$ cat config.mk
export PLATFORM = sky130hd
export DESIGN_NAME = scp_device_flat
export DESIGN_NICKNAME = d
export VERILOG_FILES = /design/src/design/scp_pkg.sv /design/src/design/scp_link_if.sv /design/src/design/scp_gain_link.sv /design/src/design/scp_device.sv /design/src/flat_wrapper.sv
export SDC_FILE = /design/constraint.sdc
export NUM_CORES = 1
export LEC_CHECK = 0
export BUFFER_PORTS_ARGS = -buffer_cell sky130_fd_sc_hd__buf_2
export CORE_AREA = 4 4 105 207
export CTS_CLUSTER_DIAMETER = 80
export DETAILED_ROUTE_END_ITERATION = 8
export DIE_AREA = 0 0 109 211
export PLACE_DENSITY = 0.51
export SYNTH_ARGS = -nofsm -noshare
export SYNTH_HDL_FRONTEND = slang
export SYNTH_SLANG_ARGS = --single-unit
$ cat constraint.sdc
create_clock -name mclk_in -period 1.9 [get_ports mclk_in]
set_clock_uncertainty 0.05 [all_clocks]
set_input_delay 0.19 -clock mclk_in [delete_from_list [all_inputs] [get_ports mclk_in]]
set_output_delay 0.19 -clock mclk_in [all_outputs]
set_load 0.01 [all_outputs]
$ cat src/design/scp_pkg.sv
// package for the serial configuration port
package scp_pkg;
    localparam int WORD_BITS = 24;
    localparam int ADDR_BITS = 8;
    localparam int DATA_BITS = 16;
    localparam int CNT_BITS = 5;
    localparam logic [4:0] LAST_BIT = 5'h17;
    localparam logic [7:0] ADDR_SOFT_RESET = 8'h00;
    localparam logic [7:0] ADDR_GAIN_RESET = 8'h03;
    localparam logic [7:0] ADDR_POWER_DOWN = 8'h0f;
    localparam logic [7:0] ADDR_GAIN_LOW = 8'h16;
    localparam logic [7:0] ADDR_GAIN_MID = 8'h17;
    localparam logic [7:0] ADDR_GAIN_HIGH = 8'h18;
    localparam int SOFT_RESET_BIT = 0;
    localparam int GAIN_RESET_BIT = 5;
    localparam int PARTIAL_SLEEP_BIT = 8;
    localparam int FULL_SLEEP_BIT = 9;
    localparam int CHANNELS = 8;
    localparam int GAIN_BITS = 40;
    localparam int GAIN_CNT_BITS = 6;
    localparam logic [15:0] GAIN_LOW_RESET = 16'h0003;
    localparam logic [15:0] REG_RESET = 16'h0000;
    localparam int CLK_MHZ = 200;
    localparam int SCLK_MIN_HALF_NS = 25;
    // host half period rounded up, whole cycles
    localparam int SCLK_HALF_CYC =
        (SCLK_MIN_HALF_NS * CLK_MHZ + 999) / 1000;
    localparam logic [7:0] HALF_CYC = 8'(SCLK_HALF_CYC);
    // internal gain link: clock toggles once per this many system cycles, one bit per two toggles
    localparam logic [3:0] GAIN_DIV = 4'h4;
    localparam int SETUP_NS = 8;
    localparam logic [7:0] SETUP_CYC =
        8'((SETUP_NS * CLK_MHZ + 999) / 1000);
    typedef enum logic [1:0] {SCP_IDLE, SCP_SETUP, SCP_LOW, SCP_HIGH}
        scp_host_state_t;
endpackage : scp_pkg

$ cat src/design/scp_link_if.sv
// three wire link plus reset and enable pins between host and device
`timescale 1ns/1ps
interface scp_link_if;
    logic select_n;
    logic sclk;
    logic serial_in;
    logic hardware_reset_pin_n;
    logic switch_matrix_enable_pin;
    modport host_mp (
        output select_n,
        output sclk,
        output serial_in,
        output hardware_reset_pin_n,
        output switch_matrix_enable_pin
    );
    modport device_mp (
        input select_n,
        input sclk,
        input serial_in,
        input hardware_reset_pin_n,
        input switch_matrix_enable_pin
    );
endinterface : scp_link_if

$ cat src/design/scp_gain_link.sv
// serialiser of the 40 gain-control bits to the internal gain stage
`timescale 1ns/1ps
module scp_gain_link import scp_pkg::*; #(
    parameter int NBITS = GAIN_BITS
) (
    input wire logic mclk_in,
    input wire logic arst_n_in,
    input wire logic start_in,
    input wire logic [NBITS-1:0] word_in,
    output logic gain_link_clock_out,
    output logic gain_link_data_out,
    output logic busy_out
);
    typedef struct packed {
        logic [NBITS-1:0] shreg;
        logic [GAIN_CNT_BITS-1:0] left;
        logic [3:0] div;
        logic sck;
        logic dat;
    } scp_gl_t;
    scp_gl_t st, next_st;

    always_comb begin
        next_st = st;
        if (start_in) begin
            // a fresh write restarts the stream with the newest bits
            next_st.shreg = word_in;
            next_st.left = GAIN_CNT_BITS'(NBITS);
            next_st.div = '0;
            next_st.sck = 1'b0;
            next_st.dat = word_in[0];
        end else if (st.left != '0) begin
            next_st.div = st.div + 4'h1;
            if (st.div == GAIN_DIV - 4'h1) begin
                next_st.div = '0;
                next_st.sck = ~st.sck;
                if (st.sck) begin
                    // bit 0 first, ascending order
                    next_st.shreg = st.shreg >> 1;
                    next_st.left = st.left - 1'b1;
                    next_st.dat = st.shreg[1];
                end
            end
        end
    end

    always_ff @(posedge mclk_in or negedge arst_n_in) begin
        if (!arst_n_in) begin
            st <= '0;
        end else begin
            st <= next_st;
        end
    end

    assign gain_link_clock_out = st.sck;
    assign gain_link_data_out = st.dat;
    assign busy_out = (st.left != '0);
endmodule : scp_gain_link

$ cat src/design/scp_device.sv
// device end: serial config receiver, register file and gain link
// Summary of operation
// - shift only while select low
// - sample data on serial clock rising edge
// - commit word on every 24th edge
// - discard incomplete trailing bits
// - several words per select period
// - eight address bits then sixteen data
// - work from 20MHz down to hertz
// - host resets registers after power-up; scp_host drives the reset pin only from pin_reset_in
// - reset pin pulse restores defaults
// - soft reset bit restores, self-clears
// - reset pin high during soft reset
// - gain link only for 16-18 with enable
// - eight channel power-down bits
// - partial sleep bit in register 0f
// - separate full sleep bit
// - host writes zero to unused bits
// - host writes shared register at once
`timescale 1ns/1ps
module scp_device import scp_pkg::*; (
    input wire logic mclk_in,
    input wire logic arst_n_in,
    scp_link_if.device_mp link,
    output logic [CHANNELS-1:0] channel_power_down_out,
    output logic partial_sleep_out,
    output logic full_sleep_out,
    output logic gain_stage_reset_bit_out,
    output logic [GAIN_BITS-1:0] gain_word_out,
    output logic gain_link_clock_out,
    output logic gain_link_data_out,
    output logic gain_link_busy_out,
    output logic word_strobe_out,
    output logic [ADDR_BITS-1:0] word_addr_out
);
    typedef struct packed {
        logic [1:0] cs_s;
        logic [1:0] ck_s;
        logic [1:0] di_s;
        logic [1:0] rst_s;
        logic [1:0] en_s;
        logic ck_d;
        logic [WORD_BITS-1:0] shreg;
        logic [CNT_BITS-1:0] cnt;
        logic [DATA_BITS-1:0] pdn_reg;
        logic [DATA_BITS-1:0] gres_reg;
        logic [DATA_BITS-1:0] g_low;
        logic [DATA_BITS-1:0] g_mid;
        logic [DATA_BITS-1:0] g_high;
        logic gstart;
        logic strobe;
        logic [ADDR_BITS-1:0] waddr;
    } scp_dev_t;
    scp_dev_t st, next_st;
    logic [WORD_BITS-1:0] word;
    logic ck_rise;
    logic gl_busy;

    // every pin passes two flops; the second stage is read, plus a third flop on sclk for the rise detect
    assign ck_rise = st.ck_s[1] & ~st.ck_d;

    always_comb begin
        next_st = st;
        word = '0;
        next_st.cs_s = {st.cs_s[0], link.select_n};
        next_st.ck_s = {st.ck_s[0], link.sclk};
        next_st.di_s = {st.di_s[0], link.serial_in};
        next_st.rst_s = {st.rst_s[0], link.hardware_reset_pin_n};
        next_st.en_s = {st.en_s[0], link.switch_matrix_enable_pin};
        next_st.ck_d = st.ck_s[1];
        next_st.gstart = 1'b0;
        next_st.strobe = 1'b0;
        if (st.cs_s[1]) begin
            // select high: clock ignored, partial word dropped
            next_st.cnt = '0;
        end else if (ck_rise) begin
            word = {st.shreg[WORD_BITS-2:0], st.di_s[1]};
            next_st.shreg = word;
            if (st.cnt == LAST_BIT) begin
                next_st.cnt = '0;
                next_st.strobe = 1'b1;
                // address first on the wire, so it lands on top
                next_st.waddr = word[WORD_BITS-1 -: ADDR_BITS];
                case (word[WORD_BITS-1 -: ADDR_BITS])
                    ADDR_GAIN_RESET: next_st.gres_reg = word[15:0];
                    ADDR_POWER_DOWN: next_st.pdn_reg = word[15:0];
                    ADDR_GAIN_LOW: next_st.g_low = word[15:0];
                    ADDR_GAIN_MID: next_st.g_mid = word[15:0];
                    ADDR_GAIN_HIGH: next_st.g_high = word[15:0];
                    default: ;
                endcase
                if ((word[WORD_BITS-1 -: ADDR_BITS] == ADDR_GAIN_LOW ||
                     word[WORD_BITS-1 -: ADDR_BITS] == ADDR_GAIN_MID ||
                     word[WORD_BITS-1 -: ADDR_BITS] == ADDR_GAIN_HIGH)
                    && st.en_s[1]) begin
                    next_st.gstart = 1'b1;
                end
                // soft reset is not stored, so it reads as cleared
                if (word[WORD_BITS-1 -: ADDR_BITS] == ADDR_SOFT_RESET &&
                    word[SOFT_RESET_BIT]) begin
                    next_st.pdn_reg = REG_RESET;
                    next_st.gres_reg = REG_RESET;
                    next_st.g_low = GAIN_LOW_RESET;
                    next_st.g_mid = REG_RESET;
                    next_st.g_high = REG_RESET;
                end
            end else begin
                next_st.cnt = st.cnt + 1'b1;
            end
        end
        // low pulse on the reset pin: registers back to defaults
        if (!st.rst_s[1]) begin
            next_st.pdn_reg = REG_RESET;
            next_st.gres_reg = REG_RESET;
            next_st.g_low = GAIN_LOW_RESET;
            next_st.g_mid = REG_RESET;
            next_st.g_high = REG_RESET;
            next_st.cnt = '0;
            next_st.gstart = 1'b0;
            next_st.strobe = 1'b0;
        end
    end

    always_ff @(posedge mclk_in or negedge arst_n_in) begin
        if (!arst_n_in) begin
            st <= '0;
            st.cs_s <= 2'h3;
            st.rst_s <= 2'h3;
            st.g_low <= GAIN_LOW_RESET;
        end else begin
            st <= next_st;
        end
    end

    scp_gain_link #(.NBITS(GAIN_BITS)) u_gain_link (
        .mclk_in(mclk_in),
        .arst_n_in(arst_n_in),
        .start_in(st.gstart),
        .word_in({st.g_high[7:0], st.g_mid, st.g_low}),
        .gain_link_clock_out(gain_link_clock_out),
        .gain_link_data_out(gain_link_data_out),
        .busy_out(gl_busy)
    );

    assign channel_power_down_out = st.pdn_reg[CHANNELS-1:0];
    assign partial_sleep_out = st.pdn_reg[PARTIAL_SLEEP_BIT];
    assign full_sleep_out = st.pdn_reg[FULL_SLEEP_BIT];
    assign gain_stage_reset_bit_out = st.gres_reg[GAIN_RESET_BIT];
    assign gain_word_out = {st.g_high[7:0], st.g_mid, st.g_low};
    assign gain_link_busy_out = gl_busy;
    assign word_strobe_out = st.strobe;
    assign word_addr_out = st.waddr;
endmodule : scp_device

$ cat src/flat_wrapper.sv
// flat-port wrapper written by rule: the top's interface ports become plain ports
module scp_device_flat import scp_pkg::*;
  (mclk_in, arst_n_in, channel_power_down_out, partial_sleep_out, full_sleep_out, gain_stage_reset_bit_out, gain_word_out, gain_link_clock_out, gain_link_data_out, gain_link_busy_out, word_strobe_out, word_addr_out, link_select_n, link_sclk, link_serial_in, link_hardware_reset_pin_n, link_switch_matrix_enable_pin);
  scp_link_if link_i ();
  input wire logic mclk_in;
  input wire logic arst_n_in;
  output logic [CHANNELS-1:0] channel_power_down_out;
  output logic partial_sleep_out;
  output logic full_sleep_out;
  output logic gain_stage_reset_bit_out;
  output logic [GAIN_BITS-1:0] gain_word_out;
  output logic gain_link_clock_out;
  output logic gain_link_data_out;
  output logic gain_link_busy_out;
  output logic word_strobe_out;
  output logic [ADDR_BITS-1:0] word_addr_out;
  input wire logic [$bits(link_i.select_n)-1:0] link_select_n;
  input wire logic [$bits(link_i.sclk)-1:0] link_sclk;
  input wire logic [$bits(link_i.serial_in)-1:0] link_serial_in;
  input wire logic [$bits(link_i.hardware_reset_pin_n)-1:0] link_hardware_reset_pin_n;
  input wire logic [$bits(link_i.switch_matrix_enable_pin)-1:0] link_switch_matrix_enable_pin;
  assign link_i.select_n = link_select_n;
  assign link_i.sclk = link_sclk;
  assign link_i.serial_in = link_serial_in;
  assign link_i.hardware_reset_pin_n = link_hardware_reset_pin_n;
  assign link_i.switch_matrix_enable_pin = link_switch_matrix_enable_pin;
  scp_device u_core (.mclk_in(mclk_in), .arst_n_in(arst_n_in), .link(link_i), .channel_power_down_out(channel_power_down_out), .partial_sleep_out(partial_sleep_out), .full_sleep_out(full_sleep_out), .gain_stage_reset_bit_out(gain_stage_reset_bit_out), .gain_word_out(gain_word_out), .gain_link_clock_out(gain_link_clock_out), .gain_link_data_out(gain_link_data_out), .gain_link_busy_out(gain_link_busy_out), .word_strobe_out(word_strobe_out), .word_addr_out(word_addr_out));
endmodule
==> out/qor.yml, run 1 <==
clocking:
  clk_path_buf_depth: 2
  cts.clk_slew.worst_paths_ns: 0.06
  worstSkewPairLatency_ns: 0.43
  root_buffer: "clkbuf_16"
  htree_levels: 4
  cts.sinks: 151
  cts_buffers: 17
  cts_tree: "done"
die:
  die_height_um: 211
  std_cell_rows: 74
  die-area_mm2: 0.02300
  dieWidth_um: 109
  pin_count: 70
  core_area_mm2: 0.02028
  initial_core_util: 0.3422
global_route:
  grt.total_usage: 0.1479
  antenna_found_initial: 0
  grt_overflow_total: 0
  grt_pass1_vias: 4713
  grt_max_degree: 57
  grt_pass1_wl_mm: 25.67
placed_design:
  dp_hpwl_mm: 11.39
  gp_congestion: 0.8375
  portBuffers: 69
logic_synthesis:
  synthTopCellsByArea: "dfrtp_1 (52%), mux2_2 (17%), buf_4 (6.4%)"
  synth_ff_type: "dfrtp_1"
  ys_types: 52
  ys_seq_area_frac: 0.5457
  netlist_area_mm2: 0.006938
  netlist.area_leader.share: 0.5230
  yosysWarnings: 0
  synth_top_area_cell: "dfrtp_1"
  syn_nets: 544
  ys_seq_elements: 151
  synth_edf_count: 0
  netlist_instances: 534
  avgSynthCellArea_um2: 12.99
  synthArstFlopShare: 1.000
sta:
  fin_tns_setup_ns: -0.003560
  final-max-slew-violation-count: 0
  period_share: 1.001
  hold_violations: 0
  finalSetupViolCount: 3
  tightest_slew_ns: 0.5686
  max_freq_mhz: 525.9
  setup_slack_ns: -0.001421
  min_period_ns: 1.901
  slew_headroom: 0.6209
  rsz0062_at_grt: "true"
final_layout:
  n_antenna_cell: 0
  utilization: 0.4194
  final_nets: 617
  final_cell_mix: "dfrtp_1 (145), mux2_2 (87), buf_2 (67)"
  final_common_cell: "dfrtp_1"
  area_growth_pct: 22.56
  drive_gt1_frac: 0.4919
power_and_ir_drop:
  intPower_w: 0.005361
  peakVddDrop_uv: 719.3
  p_clk_frac: 0.464
  p_switching_w: 0.001566
  p_per_area_mw_per_mm2: 814.6
  pwr-share-comb: 0.047
  seqPwrFrac: 0.489
  netSwitchingFraction: 0.2260
  leakage_nw: 4.248
route:
  first_iter_violations: 143
  remaining_drc_errors: 0
  routedWlPerCell_um: 18.19
  dr.pass1.iters: 6
  num_vias: 4361
  wl_mm: 16.11
  vias_per_cell: 4.922
  drtAntennaViolNets: 0
critical_path:
  timing.rr.end: "u_core.channel_power_down_out[1]$_DFFE_PN0P_"
  cp_max_fo: 6
  cp-end-kind: "register"
  cp-start-kind: "register"
  cp_data_required_time_ns: 2.16
  arrival_ns: 2.16
  worstReg2RegStart: "u_core.st[91]$_DFFE_PN0P_"
  crit_type: "reg2reg"
  rr_worst_depth: 6
  reg2reg_slack_ns: -0.001
status:
  status: "finished, violations left"
  violations: "setup timing"
job:
  maxCapViolCount: 0
worst_hold_path:
  hold_class: "in2async"
-- cell usage after synthesis (2+ instances only) --
library cell    n
nand2b_1        3
dfrtp_1       145
nor3_2          2
buf_2          10
inv_1          16
buf_6           2
mux2_1          5
and3_1         10
ha_1            3
a22o_1         40
nor2_1         13
o21ai_2         2
nand2_1        11
nand3_1        12
o31ai_4         2
a21oi_1        10
nand4b_1        2
xor2_1          2
buf_4          59
o21ai_0         8
nand4_1         2
mux2i_1        15
o31ai_1         2
nor3_1          5
clkbuf_1       10
nand3b_1        2
mux2_2        103
dfstp_2         6
nor3b_1         3
nor2b_1         4
or3_1           2
a32oi_1         2
or3b_2          2
-- registers in the layout, summed over array words and instances, names as in the netlist --
register                                cells
u_core.u_gain_link.st                      50
u_core.st                                  34
u_core.gain_word_out                       40
u_core.full_sleep_out                       1
u_core.channel_power_down_out               8
u_core.partial_sleep_out                    1
u_core.u_gain_link.gain_link_clock_out      1
u_core.next_st                              6
u_core.word_strobe_out                      1
u_core.gain_stage_reset_bit_out             1
u_core.word_addr_out                        8
-- through the flow --
stage               std cells  setup slack (ns)  hold WS, ns  cell area [um2]  power (W)
floorplan                 534          -0.08550      -0.1556             7008   0.003577
global placement          835          0.008204       0.1476             7591   0.003738
detailed placement        835          -0.03041       0.1583             7591   0.003750
CTS                       877         -0.007031       0.2740             8264   0.007003
global route              886          -0.07347       0.2938             8503   0.007223
finish                    886         -0.001421       0.2532             8503   0.006927
-- repair_timing --
action,4_1_cts,5_1_grt
hold buffers,6,0
endpoints found under the setup margin,18,80
gates resized for setup,7,40
pin swaps,0,9
hold endpoints to repair,55,0
gates cloned,0,1
setup buffers,4,8
-- cell families after synthesis --
logic type	synth area share
buffers and inverters	0.08891
AOI/OAI and AO/OA	0.08567
muxes	0.1969
xor gates and xnor gates	0.003788
adders and majority gates	0.005411
DFF	0.5457
and+or+nand+nor	0.07358
-- how the worst max path moves through the flow --
stage / startpoint / endpoint / slack [ns] / depth (start not counted)
2_1_floorplan: u_core.st[90]$_DFFE_PN0P_ / u_core.gain_word_out[22]$_DFFE_PN0P_ / -0.09 / 6
3_3_place_gp: u_core.st[91]$_DFFE_PN0P_ / u_core.word_addr_out[5]$_DFFE_PN0P_ / 0.008 / 7
3_5_place_dp: u_core.u_gain_link.st[6]$_DFFE_PN0P_ / u_core.u_gain_link.st[11]$_DFFE_PN0P_ / -0.03 / 6
4_1_cts: u_core.st[91]$_DFFE_PN0P_ / u_core.channel_power_down_out[2]$_DFFE_PN0P_ / -0.007 / 6
5_1_grt: u_core.st[90]$_DFFE_PN0P_ / u_core.channel_power_down_out[5]$_DFFE_PN0P_ / -0.07 / 6
6_report: u_core.st[91]$_DFFE_PN0P_ / u_core.channel_power_down_out[1]$_DFFE_PN0P_ / -0.001 / 6
-- power by group through the flow --
stage | sequential, W | clock, W | combinational, W
floorplan | 0.00342 | 0 | 0.000160
global placement | 0.00344 | 0 | 0.000297
detailed placement | 0.00344 | 0 | 0.000306
CTS | 0.00339 | 0.00330 | 0.000321
global route | 0.00339 | 0.00347 | 0.000363
finish | 0.00339 | 0.00321 | 0.000328
-- area by class of cell --
cell class                 count  area (um2)
fill                        1919       11770
sequential                   151        3786
inverter                      16       60.06
clock buffer                  22       464.2
timing repair buffer         136        1052
tap                          266       332.8
clock inverter                10       96.34
multi-input combinational    285        2711
-- critical path, stage by stage, from the launching register on --
cell and delay (ns):
dfrtp_1 0.36, ha_2 0.18, and4b_2 0.26, nand3_4 0.14, o31ai_4 0.32, buf_6 0.18, mux2_4 0.30
-- per-layer routing --
layer  wire, um  up-vias  track usage
li1           -     2003            -
met1       6098     2264       0.1624
met2       9167       72       0.2690
met3        538       22      0.03763
met4        308        0      0.05362
met5          0        -            0
(Power assumes the default switching activity.)
==> inputs of run 2 (changes only) <==
--- a/config.mk
+++ b/config.mk
@@ -11,6 +11,7 @@
 export DETAILED_ROUTE_END_ITERATION = 8
 export DIE_AREA = 0 0 109 211
 export PLACE_DENSITY = 0.51
+export SETUP_SLACK_MARGIN = 0.02
 export SYNTH_ARGS = -nofsm -noshare
 export SYNTH_HDL_FRONTEND = slang
 export SYNTH_SLANG_ARGS = --single-unit
==> run 2 against run 1 <==
Net effect: the flow still finishes with violations (setup timing); utilization shrank 0.25 points; count of clock-buffer cells in the layout down 4; design area is 0.60% lower; die area unchanged; flip-flop and latch count did not move; largest cell class unchanged; worst hold slack got worse by 0.057 ns.
==> out/qor.yml, run 2 (same netlist as run 1, synthesis figures left out) <==
status:
  status: "finished, violations left"
  violations: "setup timing"
sta:
  setup_slack_ns: -0.02828
  final-max-slew-violation-count: 0
  max_freq_mhz: 518.6
  hold_violations: 0
  rsz0062_at_grt: "true"
  period_share: 1.015
  min_period_ns: 1.928
  tightest_slew_ns: 0.3927
  holdWs_ns: 0.1957
  fin_tns_setup_ns: -0.1051
  finalSetupViolCount: 8
  slew_headroom: 0.7362
critical_path:
  cp_data_required_time_ns: 2.15
  cp-start-kind: "register"
  timing.rr.end: "u_core.u_gain_link.st[11]$_DFFE_PN0P_"
  endpoint: "u_core.u_gain_link.st[11]$_DFFE_PN0P_"
  cp-end-kind: "register"
  crit_start: "u_core.u_gain_link.st[7]$_DFFE_PN0P_"
  worstReg2RegStart: "u_core.u_gain_link.st[7]$_DFFE_PN0P_"
  cp_max_fo: 2
  crit_type: "reg2reg"
  rr_worst_depth: 6
  arrival_ns: 2.18
  reg2reg_slack_ns: -0.03
clocking:
  htree_levels: 4
  worstSkewPairLatency_ns: 0.42
  root_buffer: "clkbuf_16"
  clk_path_buf_depth: 2
  cts.sinks: 151
  cts_buffers: 17
  cts_tree: "done"
  cts.clk_slew.worst_paths_ns: 0.07
final_layout:
  utilization: 0.4168
  final_cell_mix: "dfrtp_1 (144), mux2_2 (89), buf_2 (67)"
  drive_gt1_frac: 0.4887
  largest-register: "u_core.u_gain_link.st"
  final_nets: 615
  nFillCells: 1909
  area_growth_pct: 21.82
  final_common_cell: "dfrtp_1"
  n_antenna_cell: 0
  largest_reg_flops: 50
  fin_area_mm2: 0.008452
placed_design:
  portBuffers: 69
  gp_congestion: 0.8196
  dp_hpwl_mm: 11.16
  place_area_mm2: 0.007571
die:
  dieWidth_um: 109
  die_height_um: 211
  initial_core_util: 0.3422
  std_cell_rows: 74
  die-area_mm2: 0.02300
  pin_count: 70
  core_area_mm2: 0.02028
route:
  drtAntennaViolNets: 0
  wl_mm: 15.68
  remaining_drc_errors: 0
  num_vias: 4378
  routedWlPerCell_um: 17.74
  first_iter_violations: 130
  dr.pass1.iters: 4
  vias_per_cell: 4.952
global_route:
  grt.total_usage: 0.1434
  grt_max_degree: 50
  antenna_found_initial: 0
  grt_overflow_total: 0
  grt_pass1_wl_mm: 25.32
  grt_pass1_vias: 4700
job:
  maxCapViolCount: 0
power_and_ir_drop:
  peakVddDrop_uv: 458.0
  leakage_nw: 4.238
  p_per_area_mw_per_mm2: 829.5
worst_hold_path:
  hold_class: "in2async"
run 2: cell types whose count changed in the layout (fill, tap and decap cells not counted), sizes merged:
| cell | change |
|---|---|
| buf | -1 |
| clkinv | +2 |
| clkbuf | -5 |
| bufinv | +1 |
| inv | +2 |
| clkinvlp | -1 |
run 2: power breakdown:
part / switching (W) / internal [W] / leakage (nW)
sequential: 0.0000699 / 0.00332 / 2.06
combinational: 0.000154 / 0.000157 / 1.90
clock: 0.00137 / 0.00195 / 0.277
run 2: what timing repair did:
action / 4_1_cts / 5_1_grt
endpoints found under the setup margin: 37 / 99
hold endpoints to repair: 110 / 0
pin swaps: 3 / 7
gates resized for setup: 13 / 24
hold buffers: 6 / 0
buffers inserted: 6 / 9
run 2: cell type report:
type / count / area [um2] / share of cell area
clock inverters: 14 / 150.1 / 0.01776
well taps: 266 / 332.8 / 0.03938
multi-input cells: 285 / 2685 / 0.3177
repair buffers: 134 / 1007 / 0.1192
inverters: 16 / 60.06 / 0.007106
clock buffers: 18 / 429.2 / 0.05078
flip-flops and latches: 151 / 3787 / 0.4481
run 2: worst min path at each step:
stage	cells past startpoint	endpoint	slack [ns]	startpoint
global route	2	u_core.u_gain_link.st[40]$_DFFE_PN0P_	0.23	arst_n_in
global placement	1	u_core.u_gain_link.st[40]$_DFFE_PN0P_	0.06	arst_n_in
detailed placement	1	u_core.u_gain_link.st[40]$_DFFE_PN0P_	0.06	arst_n_in
CTS	2	u_core.u_gain_link.st[27]$_DFFE_PN0P_	0.21	arst_n_in
finish	2	u_core.u_gain_link.st[40]$_DFFE_PN0P_	0.20	arst_n_in
floorplan	0	u_core.channel_power_down_out[0]$_DFFE_PN0P_	-0.16	arst_n_in
run 2: worst max-delay path, stage by stage, from the launching register on:
cell and delay [ns]:
dfrtp_1 0.40, buf_4 0.14, nor3_1 0.35, o211ai_1 0.18, buf_4 0.18, o31a_1 0.22, or3_1 0.30
run 2: through the flow:
step	total power, W	instances	setup WS [ns]
2_1_floorplan	0.003577	534	-0.08550
3_3_place_gp	0.003733	831	-0.03743
3_5_place_dp	0.003744	831	-0.07600
4_1_cts	0.007117	875	-0.02438
5_1_grt	0.007304	884	-0.1001
6_report	0.007010	884	-0.02828
run 2: layer usage:
metal,wire length [um],up-vias,GRT usage
met3,483,19,0.03304
met4,328,0,0.05536
met1,6181,2276,0.1606
li1,-,2000,-
met2,8684,83,0.2582
met5,0,-,0
